**config.mk**
```make
export PLATFORM = sky130hd
export DESIGN_NAME = cst_timers
export DESIGN_NICKNAME = d
export VERILOG_FILES = /design/src/include/cst_pkg.sv /design/src/hw/cst_timers.sv
export SDC_FILE = /design/constraint.sdc
export NUM_CORES = 1
export LEC_CHECK = 0
export BUFFER_PORTS_ARGS = -buffer_cell sky130_fd_sc_hd__clkbuf_2
export CORE_ASPECT_RATIO = 1.2
export CORE_MARGIN = 1.5
export CORE_UTILIZATION = 60
export CTS_CLUSTER_DIAMETER = 100
export DETAILED_ROUTE_END_ITERATION = 8
export PLACE_DENSITY = 0.77
export SETUP_SLACK_MARGIN = 0.02
export SYNTH_ARGS = -nofsm -noshare
export SYNTH_HDL_FRONTEND = slang
export SYNTH_SLANG_ARGS = --single-unit
```
**constraint.sdc**
```tcl
create_clock -name i_clk -period 2.83 [get_ports i_clk]
set_clock_uncertainty 0.15 [all_clocks]
set_input_delay 0.849 -clock i_clk [delete_from_list [all_inputs] [get_ports i_clk]]
set_output_delay 0.849 -clock i_clk [all_outputs]
set_load 0.05 [all_outputs]
```
**src/include/cst_pkg.sv**
```systemverilog
/*
  Package for the calendar schedule timers: register map, field layout,
  reset values, mode encoding and shared carrier types.
  Assumes a 32-bit APB master, a real-time clock giving BCD-free binary
  time of day and weekday, and a non-volatile store with a simple
  request/acknowledge word port.
*/
//
// Contract
// - four independent timers, each with on time, off time and a mode that selects one of twelve modes.
// - each timer holds a switch-on time in hours, minutes and seconds, activating on allowed days.
// - each timer holds a switch-off time in hours, minutes and seconds, deactivating on allowed days.
// - in not-in-use mode the timer stops and its output is held at 0.
// - daily mode switches on and off every day of the week.
// - seven single-weekday modes switch only on the selected weekday.
// - working-week mode switches Monday to Friday only.
// - six-day mode switches Monday to Saturday only.
// - weekend mode switches on Saturday and Sunday only.
// - software may force any in-use timer to 1 or 0.
// - forcing is a plain write to the state field with no enable flag.
// - a forced state lasts until the next force or the next scheduled opposite transition.
// - on auxiliary power loss each timer state is saved to non-volatile storage.
// - at start-up each timer state is restored from storage before scheduling resumes; the code restores 0 to timers still in not-in-use mode at the ack.
// - each timer output feeds programmable logic, blocking logic and the output matrix.
package cst_pkg;

  localparam int unsigned NUM_TIMERS = 4;

  // time of day fields, binary
  typedef struct packed {
    logic [4:0] hour;
    logic [5:0] min;
    logic [5:0] sec;
  } cst_tod_t;

  // weekday coding: 0 = Monday .. 6 = Sunday
  localparam logic [2:0] WD_MON = 3'h0;
  localparam logic [2:0] WD_FRI = 3'h4;
  localparam logic [2:0] WD_SAT = 3'h5;
  localparam logic [2:0] WD_SUN = 3'h6;

  // mode codes; single-weekday modes are MODE_MON + weekday
  localparam logic [3:0] MODE_OFF   = 4'h0;
  localparam logic [3:0] MODE_DAILY = 4'h1;
  localparam logic [3:0] MODE_MON   = 4'h2;
  localparam logic [3:0] MODE_SUN   = 4'h8;
  localparam logic [3:0] MODE_WWEEK = 4'h9;
  localparam logic [3:0] MODE_SIXDY = 4'hA;
  localparam logic [3:0] MODE_WKEND = 4'hB;

  // register map: per timer a block of four words, then one read-only nv status word
  localparam logic [7:0] TMR_STRIDE   = 8'h10;
  localparam logic [7:0] OFS_ON       = 8'h00;
  localparam logic [7:0] OFS_OFF      = 8'h04;
  localparam logic [7:0] OFS_MODE     = 8'h08;
  localparam logic [7:0] OFS_STATE    = 8'h0C;
  localparam logic [7:0] ADR_NVSTAT   = 8'h40;
  localparam logic [7:0] ADR_LAST_TMR = 8'h3C;

  // time fields in the on/off registers
  localparam int unsigned TOD_W = 17;

  // state field readback
  localparam logic [1:0] ST_INACTIVE = 2'h0;
  localparam logic [1:0] ST_ACTIVE   = 2'h1;
  localparam logic [1:0] ST_NOTUSED  = 2'h2;

  // reset values
  localparam logic [TOD_W-1:0] RST_TOD  = '0;
  localparam logic [3:0]       RST_MODE = MODE_OFF;

  typedef struct packed {
    logic       sel;
    logic       en;
    logic       wr;
    logic [7:0] addr;
    logic [31:0] wdata;
  } cst_apb_req_t;

endpackage : cst_pkg

```
**src/hw/cst_timers.sv**
```systemverilog
/*
  Four calendar schedule timers with an APB register slave and a
  save/restore port to a non-volatile store.
  Assumes i_tod/i_wday come from a real-time clock on the same clock;
  i_pwr_fail is an asynchronous pin and is synchronised here. The store
  answers i_nv_ack once per request, one cycle or later.
*/
// The register offsets and the APB interface to the registers were left to the implementer.
`timescale 1ns/100ps
module cst_timers
  import cst_pkg::*;
#(
  parameter int unsigned N = NUM_TIMERS
) (
  // clock and reset
  input  wire logic            i_clk,
  input  wire logic            i_rst_n,
  // apb slave
  input  wire logic            i_psel,
  input  wire logic            i_penable,
  input  wire logic            i_pwrite,
  input  wire logic [7:0]      i_paddr,
  input  wire logic [31:0]     i_pwdata,
  output logic      [31:0]     o_prdata,
  output logic                 o_pready,
  output logic                 o_pslverr,
  // calendar
  input  wire cst_tod_t        i_tod,
  input  wire logic [2:0]      i_wday,
  // power and non-volatile store
  input  wire logic            i_pwr_fail,
  output logic                 o_nv_req,
  output logic                 o_nv_wr,
  output logic      [N-1:0]    o_nv_wdata,
  input  wire logic [N-1:0]    i_nv_rdata,
  input  wire logic            i_nv_ack,
  // timer outputs to logic, blocking and output matrix
  output logic      [N-1:0]    o_sched_out
);

  typedef enum logic [1:0] {NV_RESTORE, NV_RUN, NV_SAVE, NV_DONE} cst_nv_t;

  cst_tod_t        on_r   [N];
  cst_tod_t        off_r  [N];
  logic [3:0]      mode_r [N];
  logic [N-1:0]    state_r;
  logic [N-1:0]    state_nxt;
  logic [N-1:0]    hit_on;
  logic [N-1:0]    hit_off;
  logic [N-1:0]    force_wr;
  cst_nv_t         nv_r;
  logic            pf_s1_r;
  logic            pf_s2_r;
  logic            sec_q_r;
  logic            sec_tick;
  logic            running;

  cst_apb_req_t    req;
  logic            wr_acc;
  logic            rd_acc;
  logic [3:0]      tsel;
  logic [7:0]      tofs;
  logic            in_tmr;

  assign req      = '{sel: i_psel, en: i_penable, wr: i_pwrite, addr: i_paddr, wdata: i_pwdata};
  assign wr_acc   = req.sel && req.en && req.wr && o_pready;
  assign rd_acc   = req.sel && !req.en && !req.wr;
  assign tsel     = req.addr[7:4];
  assign tofs     = {4'h0, req.addr[3:0]};
  assign in_tmr   = (req.addr <= ADR_LAST_TMR) && (req.addr[1:0] == 2'h0);
  assign running  = (nv_r == NV_RUN);

  // power-fail pin crosses into the clock domain
  always_ff @(posedge i_clk or negedge i_rst_n) begin
    if (!i_rst_n) begin
      pf_s1_r <= 1'b0;
      pf_s2_r <= 1'b0;
    end else begin
      pf_s1_r <= i_pwr_fail;
      pf_s2_r <= pf_s1_r;
    end
  end

  // one pulse per new second so each match fires once
  always_ff @(posedge i_clk or negedge i_rst_n) begin
    if (!i_rst_n) begin
      sec_q_r <= 1'b0;
    end else begin
      sec_q_r <= i_tod.sec[0];
    end
  end
  assign sec_tick = (sec_q_r != i_tod.sec[0]);

  // per-timer day qualification and match
  genvar g;
  generate
    for (g = 0; g < N; g++) begin : g_tmr
      logic day_ok;
      always_comb begin
        unique case (mode_r[g])
          MODE_DAILY: day_ok = 1'b1;
          MODE_WWEEK: day_ok = (i_wday <= WD_FRI);
          MODE_SIXDY: day_ok = (i_wday <= WD_SAT);
          MODE_WKEND: day_ok = (i_wday == WD_SAT) || (i_wday == WD_SUN);
          default: begin
            // single-weekday modes; off and unused codes never qualify
            day_ok = (mode_r[g] >= MODE_MON) && (mode_r[g] <= MODE_SUN)
                     && (mode_r[g] - MODE_MON == {1'b0, i_wday});
          end
        endcase
      end
      assign hit_on[g]   = running && sec_tick && day_ok && (i_tod == on_r[g]);
      assign hit_off[g]  = running && sec_tick && day_ok && (i_tod == off_r[g]);
      assign force_wr[g] = wr_acc && in_tmr && (tsel == 4'(g)) && (tofs == OFS_STATE)
                           && (mode_r[g] != MODE_OFF);
    end
  endgenerate

  // settings registers
  always_ff @(posedge i_clk or negedge i_rst_n) begin
    if (!i_rst_n) begin
      for (int i = 0; i < N; i++) begin
        on_r[i]   <= RST_TOD;
        off_r[i]  <= RST_TOD;
        mode_r[i] <= RST_MODE;
      end
    end else if (wr_acc && in_tmr) begin
      for (int i = 0; i < N; i++) begin
        if (tsel == 4'(i)) begin
          if (tofs == OFS_ON) begin
            on_r[i] <= req.wdata[TOD_W-1:0];
          end
          if (tofs == OFS_OFF) begin
            off_r[i] <= req.wdata[TOD_W-1:0];
          end
          // codes above the last mode are dropped so the decode never sees them
          if ((tofs == OFS_MODE) && (req.wdata[3:0] <= MODE_WKEND)) begin
            mode_r[i] <= req.wdata[3:0];
          end
        end
      end
    end
  end

  // output state: restore, schedule, force
  always_comb begin
    state_nxt = state_r;
    for (int i = 0; i < N; i++) begin
      if (mode_r[i] == MODE_OFF) begin
        state_nxt[i] = 1'b0;
      end else if (force_wr[i]) begin
        state_nxt[i] = req.wdata[0];
      end else if (hit_off[i]) begin
        state_nxt[i] = 1'b0;
      end else if (hit_on[i]) begin
        state_nxt[i] = 1'b1;
      end
    end
    if (nv_r == NV_RESTORE && i_nv_ack) begin
      for (int i = 0; i < N; i++) begin
        state_nxt[i] = i_nv_rdata[i] && (mode_r[i] != MODE_OFF);
      end
    end
  end

  always_ff @(posedge i_clk or negedge i_rst_n) begin
    if (!i_rst_n) begin
      state_r <= '0;
    end else begin
      state_r <= state_nxt;
    end
  end

  always_ff @(posedge i_clk or negedge i_rst_n) begin
    if (!i_rst_n) begin
      o_sched_out <= '0;
    end else begin
      o_sched_out <= state_nxt;
    end
  end

  // non-volatile sequencer: restore at start, save on power fail
  always_ff @(posedge i_clk or negedge i_rst_n) begin
    if (!i_rst_n) begin
      nv_r       <= NV_RESTORE;
      o_nv_req   <= 1'b1;
      o_nv_wr    <= 1'b0;
      o_nv_wdata <= '0;
    end else begin
      unique case (nv_r)
        NV_RESTORE: begin
          if (i_nv_ack) begin
            nv_r     <= NV_RUN;
            o_nv_req <= 1'b0;
          end
        end
        NV_RUN: begin
          if (pf_s2_r) begin
            nv_r       <= NV_SAVE;
            o_nv_req   <= 1'b1;
            o_nv_wr    <= 1'b1;
            o_nv_wdata <= state_r;
          end
        end
        NV_SAVE: begin
          if (i_nv_ack) begin
            nv_r     <= NV_DONE;
            o_nv_req <= 1'b0;
            o_nv_wr  <= 1'b0;
          end
        end
        NV_DONE: begin
          // schedule stays frozen while the power-fail level is held;
          // a brownout that recovers resumes without a restore pass
          if (!pf_s2_r) begin
            nv_r <= NV_RUN;
          end
        end
      endcase
    end
  end

  // apb: one wait-free access phase, read data prepared in setup
  always_ff @(posedge i_clk or negedge i_rst_n) begin
    if (!i_rst_n) begin
      o_pready <= 1'b0;
    end else begin
      o_pready <= req.sel && !req.en;
    end
  end

  // error raised with ready so the master sees both at the same edge
  always_ff @(posedge i_clk or negedge i_rst_n) begin
    if (!i_rst_n) begin
      o_pslverr <= 1'b0;
    end else begin
      o_pslverr <= req.sel && !req.en && !in_tmr && (req.addr != ADR_NVSTAT);
    end
  end

  always_ff @(posedge i_clk or negedge i_rst_n) begin
    if (!i_rst_n) begin
      o_prdata <= '0;
    end else if (rd_acc) begin
      o_prdata <= '0;
      if (req.addr == ADR_NVSTAT) begin
        o_prdata <= {30'h0, nv_r};
      end else if (in_tmr) begin
        for (int i = 0; i < N; i++) begin
          if (tsel == 4'(i)) begin
            unique case (tofs)
              OFS_ON:   o_prdata <= {15'h0, on_r[i]};
              OFS_OFF:  o_prdata <= {15'h0, off_r[i]};
              OFS_MODE: o_prdata <= {28'h0, mode_r[i]};
              OFS_STATE: begin
                // an unused timer reports ST_NOTUSED, not its frozen zero
                if (mode_r[i] == MODE_OFF) begin
                  o_prdata <= {30'h0, ST_NOTUSED};
                end else if (state_r[i]) begin
                  o_prdata <= {30'h0, ST_ACTIVE};
                end else begin
                  o_prdata <= {30'h0, ST_INACTIVE};
                end
              end
              default: begin
                o_prdata <= '0;
              end
            endcase
          end
        end
      end
    end
  end

endmodule : cst_timers

```
Word level (Yosys, flattened, before mapping). Index checks and enable logic that the tools add are counted. Widths: inputs -> output; s select.

$add $sub $neg: 4. $mul: 0. Divide/modulo/power cells: 0. Magnitude comparators: 12. Equal/unequal tests: 47. Shift operators: 0. Muxes and demuxes: 48. Bitwise operators: 0. Reductions and logical operators: 87.

Operators by type and width (number): $pmux 17 s4 (4); $mux 32 (5); $eq 17x17->1 (8); $eq 4x4->1 const B (14); $logic_and 1x1->1 (48); $reduce_and 3->1 (14); $mux 1 (22); $eq 4x1->1 const B (5); $le 4x4->1 const B (5); $logic_not 4->1 (5); $reduce_bool 5->1 (4); $mux 17 (1); $eq 4x3->1 (4); $ge 4x2->1 const B (4); $mux 2 (8); $pmux 1 s4 (4); $reduce_bool 4->1 (4); $sub 4x2->4 const B (4); $eq 4x2->1 const B (2); $eq 8x7->1 const B (1); $le 8x6->1 const B (1); $logic_not 8->1 (1); $ne 2x2->1 const B (4); $ne 8x7->1 const B (1); other kinds (17) (25).

Bits in registers: 201. Bits in latches: 0. Bits in writable memories: 0. ROM bits: 0. Output and inout bits: 44. Word-level logic and storage cells: 240. Memories kept: 0.

Depth between registers and ports, before layout.
Depth after elaboration: 11. Mapped depth: 9.

Worst setup path before layout. OpenSTA, ideal clock, no wires.

Kind: input-to-reg. Start point: input i_paddr[7]. End point: register off_r[10] (netlist name). Arrival: 2527 ps. Data required time: 2555 ps. Path slack: 28 ps. Stages: 6. Path through: or4_4 -> nor2_4 -> nand2_2 -> nor2_4 -> buf_4 -> mux2_2.

Word-level cells in the longest chain between the ends: 4. Elaborated cells on any way between the ends: 5. Classes of those cells: order compare: 1; eq/ne: 1; reduce/logical: 3.

RTL lines: from (decl) (line cst_timers.sv:22) `input wire logic [7:0] i_paddr,`; $le 8x6->1 (line cst_timers.sv:70) `assign in_tmr = (req.addr <= ADR_LAST_TMR) && (req.addr[1:0] == 2'h0);`; $logic_and 1x1->1 (line cst_timers.sv:70); $logic_and 1x1->1 (line cst_timers.sv:127) `end else if (wr_acc && in_tmr) begin`; $reduce_and 3->1 (no line) (*); to (signal, indexed assignment) (line cst_timers.sv:134) `off_r[i] <= req.wdata[TOD_W-1:0];`; to (decl) (line cst_timers.sv:44) `cst_tod_t off_r [N];`.

Every way passes the cells marked *; elsewhere a longest branch is shown, timed or not. A chain may end at the register's enable or synchronous reset.

Worst setup path in the final report.
Start point: input i_tod[2] (netlist name). End point: register o_sched_out[1].

Word-level cells in the longest chain between the ends: 6. Elaborated cells on any way between the ends: 9. Classes of those cells: eq/ne: 2; mux: 4; reduce/logical: 3.

RTL lines: from (decl) (line cst_timers.sv:28) `input wire cst_tod_t i_tod,`; $eq 17x17->1 (line cst_timers.sv:113) `assign hit_off[g] = running && sec_tick && day_ok && (i_tod == off_r[g]);`; $logic_and 1x1->1 (line cst_timers.sv:113); $mux 1 (line cst_timers.sv:153) `end else if (hit_off[i]) begin`; $mux 1 (line cst_timers.sv:151) `end else if (force_wr[i]) begin`; $mux 1 (line cst_timers.sv:149) `if (mode_r[i] == MODE_OFF) begin`; $mux 4 (line cst_timers.sv:159) `if (nv_r == NV_RESTORE && i_nv_ack) begin`; to (signal assigned) (line cst_timers.sv:178) `o_sched_out <= state_nxt;`; to (decl) (line cst_timers.sv:38) `output logic [N-1:0] o_sched_out`.

Several ways; a longest one is shown, not always the timed one.

==> out/metrics.yaml <==
routing:
  wl_per_cell_um: 25.3
  vias: 9127
  ant_nets: 0
  totalWireLength_mm: 34.5
  drc: 0
  first_pass_iters: 5
  drt-initial-drc-count: 961
  via_per_inst: 6.69
layout:
  stdcell_count: 1364
  final_net_count: 1216
  final_util_pct: 73.4
  multi_input_area_sq_um: 5850
  drive_gt1_share_pct: 34.2
  finalInstanceArea_sq_um: 13000
  fill_cells: 1248
  area_delta_synth_final_pct: 18.9
  ff_latch_area_sq_um: 4660
  antenna_cells: 0
clock_network:
  cts.clk_slew.worst_paths_ps: 70
  ctsHtreeMaxLevel: 4
  cts_hold_buf: 0
  cts_buffer_depth: 2
  cts_sinks: 186
  clk_latency_ps: 440
  cts_setup_buffers: 0
  cts_resized: 0
  cts_root_buf: "clkbuf_16"
  cts_tree: "built"
  cts_buffers: 17
worst_setup_path:
  required_ps: 2980
  worstSetupStartpointType: "primary input"
  crit_chain: "clkbuf_2 -> buf_4 -> xor2_1 -> nor4_1 -> nand4_1 -> or4bb_1 -> a21oi_1 -> a211oi_1"
  path_max_fanout: 5
  crit_path_end_kind: "flop"
  rr_worst_depth: 6
  rr_startpoint: "mode_r[1]"
  startpoint: "i_tod[2]"
  setup.worst_path.class: "in -> reg"
  endpoint: "o_sched_out[1]"
  max_stage_delay_ps: 550
  cp.arrival_ps: 2830
  r2r_end: "o_prdata[0]"
  r2r_slack_ps: 280
  crit_path_top_delay_cell: "or4bb_1"
floorplan:
  pin_count: 115
  dieArea_sq_um: 19000
  die_y_um: 151
  core_sq_um: 17700
  start_util_pct: 61.8
  row_count: 53
  die_x_um: 126
sta:
  setup_viol: 0
  timing.hold.ws_ps: 204
  rsz0062_at_grt: "no"
  setup_ws_ps: 156
  fin_crit_ps: 2670
  hold_viol_final: 0
  period_share_pct: 94.5
  fmax_mhz: 374
  slew_violations: 0
  max-slew-margin-rel_pct: 48.1
  worst_slew_pin_slew_ps: 758
outcome:
  status: "completed"
synth:
  synth_area_per_cell_sq_um: 11.2
  synthCells: 977
  ys_types: 76
  ys_seq_area_share_pct: 42.6
  yosys_warnings: 0
  synthTopCellsByArea: "dfrtp_1 (42%), mux2_2 (13%), xor2_1 (7.6%)"
  synth_flop_cell: "dfrtp_1"
  ys_ff_latch: 186
  yosysTopAreaCell: "dfrtp_1"
  synth_edf_count: 0
  netlist.area_leader.share_pct: 42.3
  async_flop_share_pct: 100
  synth_area_sq_um: 10900
place:
  hpwl_mm: 24.9
  dpl_worst_slack_ps: -167
  place_area_sq_um: 12400
  port_buffers: 84
  place_congestion: 1.01
  dp_cells: 1332
global_route:
  overflow: 0
  antenna_found_initial: 0
  grt_pass1_vias: 9065
  grt_use_total_pct: 37.5
  grt_max_degree: 57
  grt_pass1_wl_mm: 53.2
run:
  cap_violations: 0
power_and_ir_drop:
  power.density_nw_per_um2: 480
  leakage_nw: 6.34
  ir_drop_v: 0.000385
min_path:
  hp-class: "reg -> reg"
worst max-delay path, delay by kind of cell:
kind	cells	cell delay (ps)
simple gates	3	1250
buf+inv	2	350
xor+xnor	1	190
compound gates	2	180
placed cells by master, fill, tap and decap left out, drive strengths merged, types with 6 or more instances in the layout:
cell type,instances
dfrtp,185
mux2,157
buf,126
clkbuf,102
xor2,95
a221oi,56
xnor2,46
nor4,40
nand2,39
nor2,27
inv,25
o21ai,22
nor3,19
a22o,16
conb,15
nand4,14
ha,14
nand3,13
a21oi,10
mux2i,10
a211oi,8
o31ai,7
nand2b,6
a22oi,6
o22ai,6
a2111oi,6
cells by family after synthesis:
logic type / share of synthesized area [%]
other: 0.0343
AO/OA/AOI/OAI: 12.2
AND/OR/NAND/NOR: 10.3
flip-flops: 42.6
XOR/XNOR: 11.3
multiplexers: 17.5
buffers and inverters: 4.54
adder cells (fa/ha/maj): 1.60
flip-flops by register name, indices dropped and copies added, names as in the netlist:
signal and count:
mode_r 16, nv_r 2, o_nv_req 1, o_nv_wdata 4, o_nv_wr 1, o_prdata 17
o_pready 1, o_pslverr 1, o_sched_out 4, off_r 68, on_r 68, pf_s1_r 1
pf_s2_r 1, sec_q_r 1
metrics by stage:
step | TNS [ps] | power [mW]
floorplan | 0 | 3.44
global placement | -7270 | 3.83
finish | 0 | 6.24
detailed placement | -11340 | 3.85
CTS | 0 | 6.24
global route | 0 | 6.43
Yosys cell counts, types with 3 or more instances:
master / instances
o211a_1: 3
a211oi_1: 8
ha_1: 14
nand3_1: 12
nor2_4: 9
o22ai_1: 6
nor4_1: 40
a22o_1: 16
mux2i_1: 10
mux2_1: 31
nor2_1: 18
a221oi_1: 56
xnor2_1: 46
nand2_1: 37
mux2_2: 126
xor2_1: 95
and2_1: 3
o211ai_1: 4
nor3_1: 17
a21oi_1: 10
a22oi_1: 6
clkbuf_1: 57
a2111oi_0: 5
buf_4: 23
buf_2: 7
dfrtp_1: 185
and3_1: 3
or4_1: 4
nor2b_1: 5
nand2b_1: 6
nand4_1: 14
o31ai_1: 7
inv_1: 17
nand3b_1: 4
o21ai_0: 20
worst min path at each step:
| stage | start | to | slack, ps | cells past startpoint |
|---|---|---|---|---|
| floorplan | pf_s1_r | pf_s2_r | 180 | 0 |
| global placement | pf_s1_r | pf_s2_r | 180 | 0 |
| detailed placement | pf_s1_r | pf_s2_r | 190 | 0 |
| CTS | pf_s1_r | pf_s2_r | 200 | 0 |
| global route | pf_s1_r | pf_s2_r | 220 | 0 |
| finish | pf_s1_r | pf_s2_r | 200 | 0 |
cell type report:
class                   count  area share, %
multi-input cells         698           45.0
flip-flops and latches    186           35.8
repair buffers            210           12.0
clock buffers              18           3.38
well taps                 220           2.12
clock inverters            14           1.16
inverters                  18          0.520
report_power, final:
group	switching, mW	internal (mW)
combinational	0.688	0.355
sequential	0.0563	2.72
clock	1.15	1.28
total	1.89	4.35
per-layer routing:
layer	routed length, um	GRT usage [%]
met3	2870	6.61
met5	0	0
met2	16500	62.2
met1	12900	46.2
met4	2190	23.0
(Power assumes the default switching activity.)
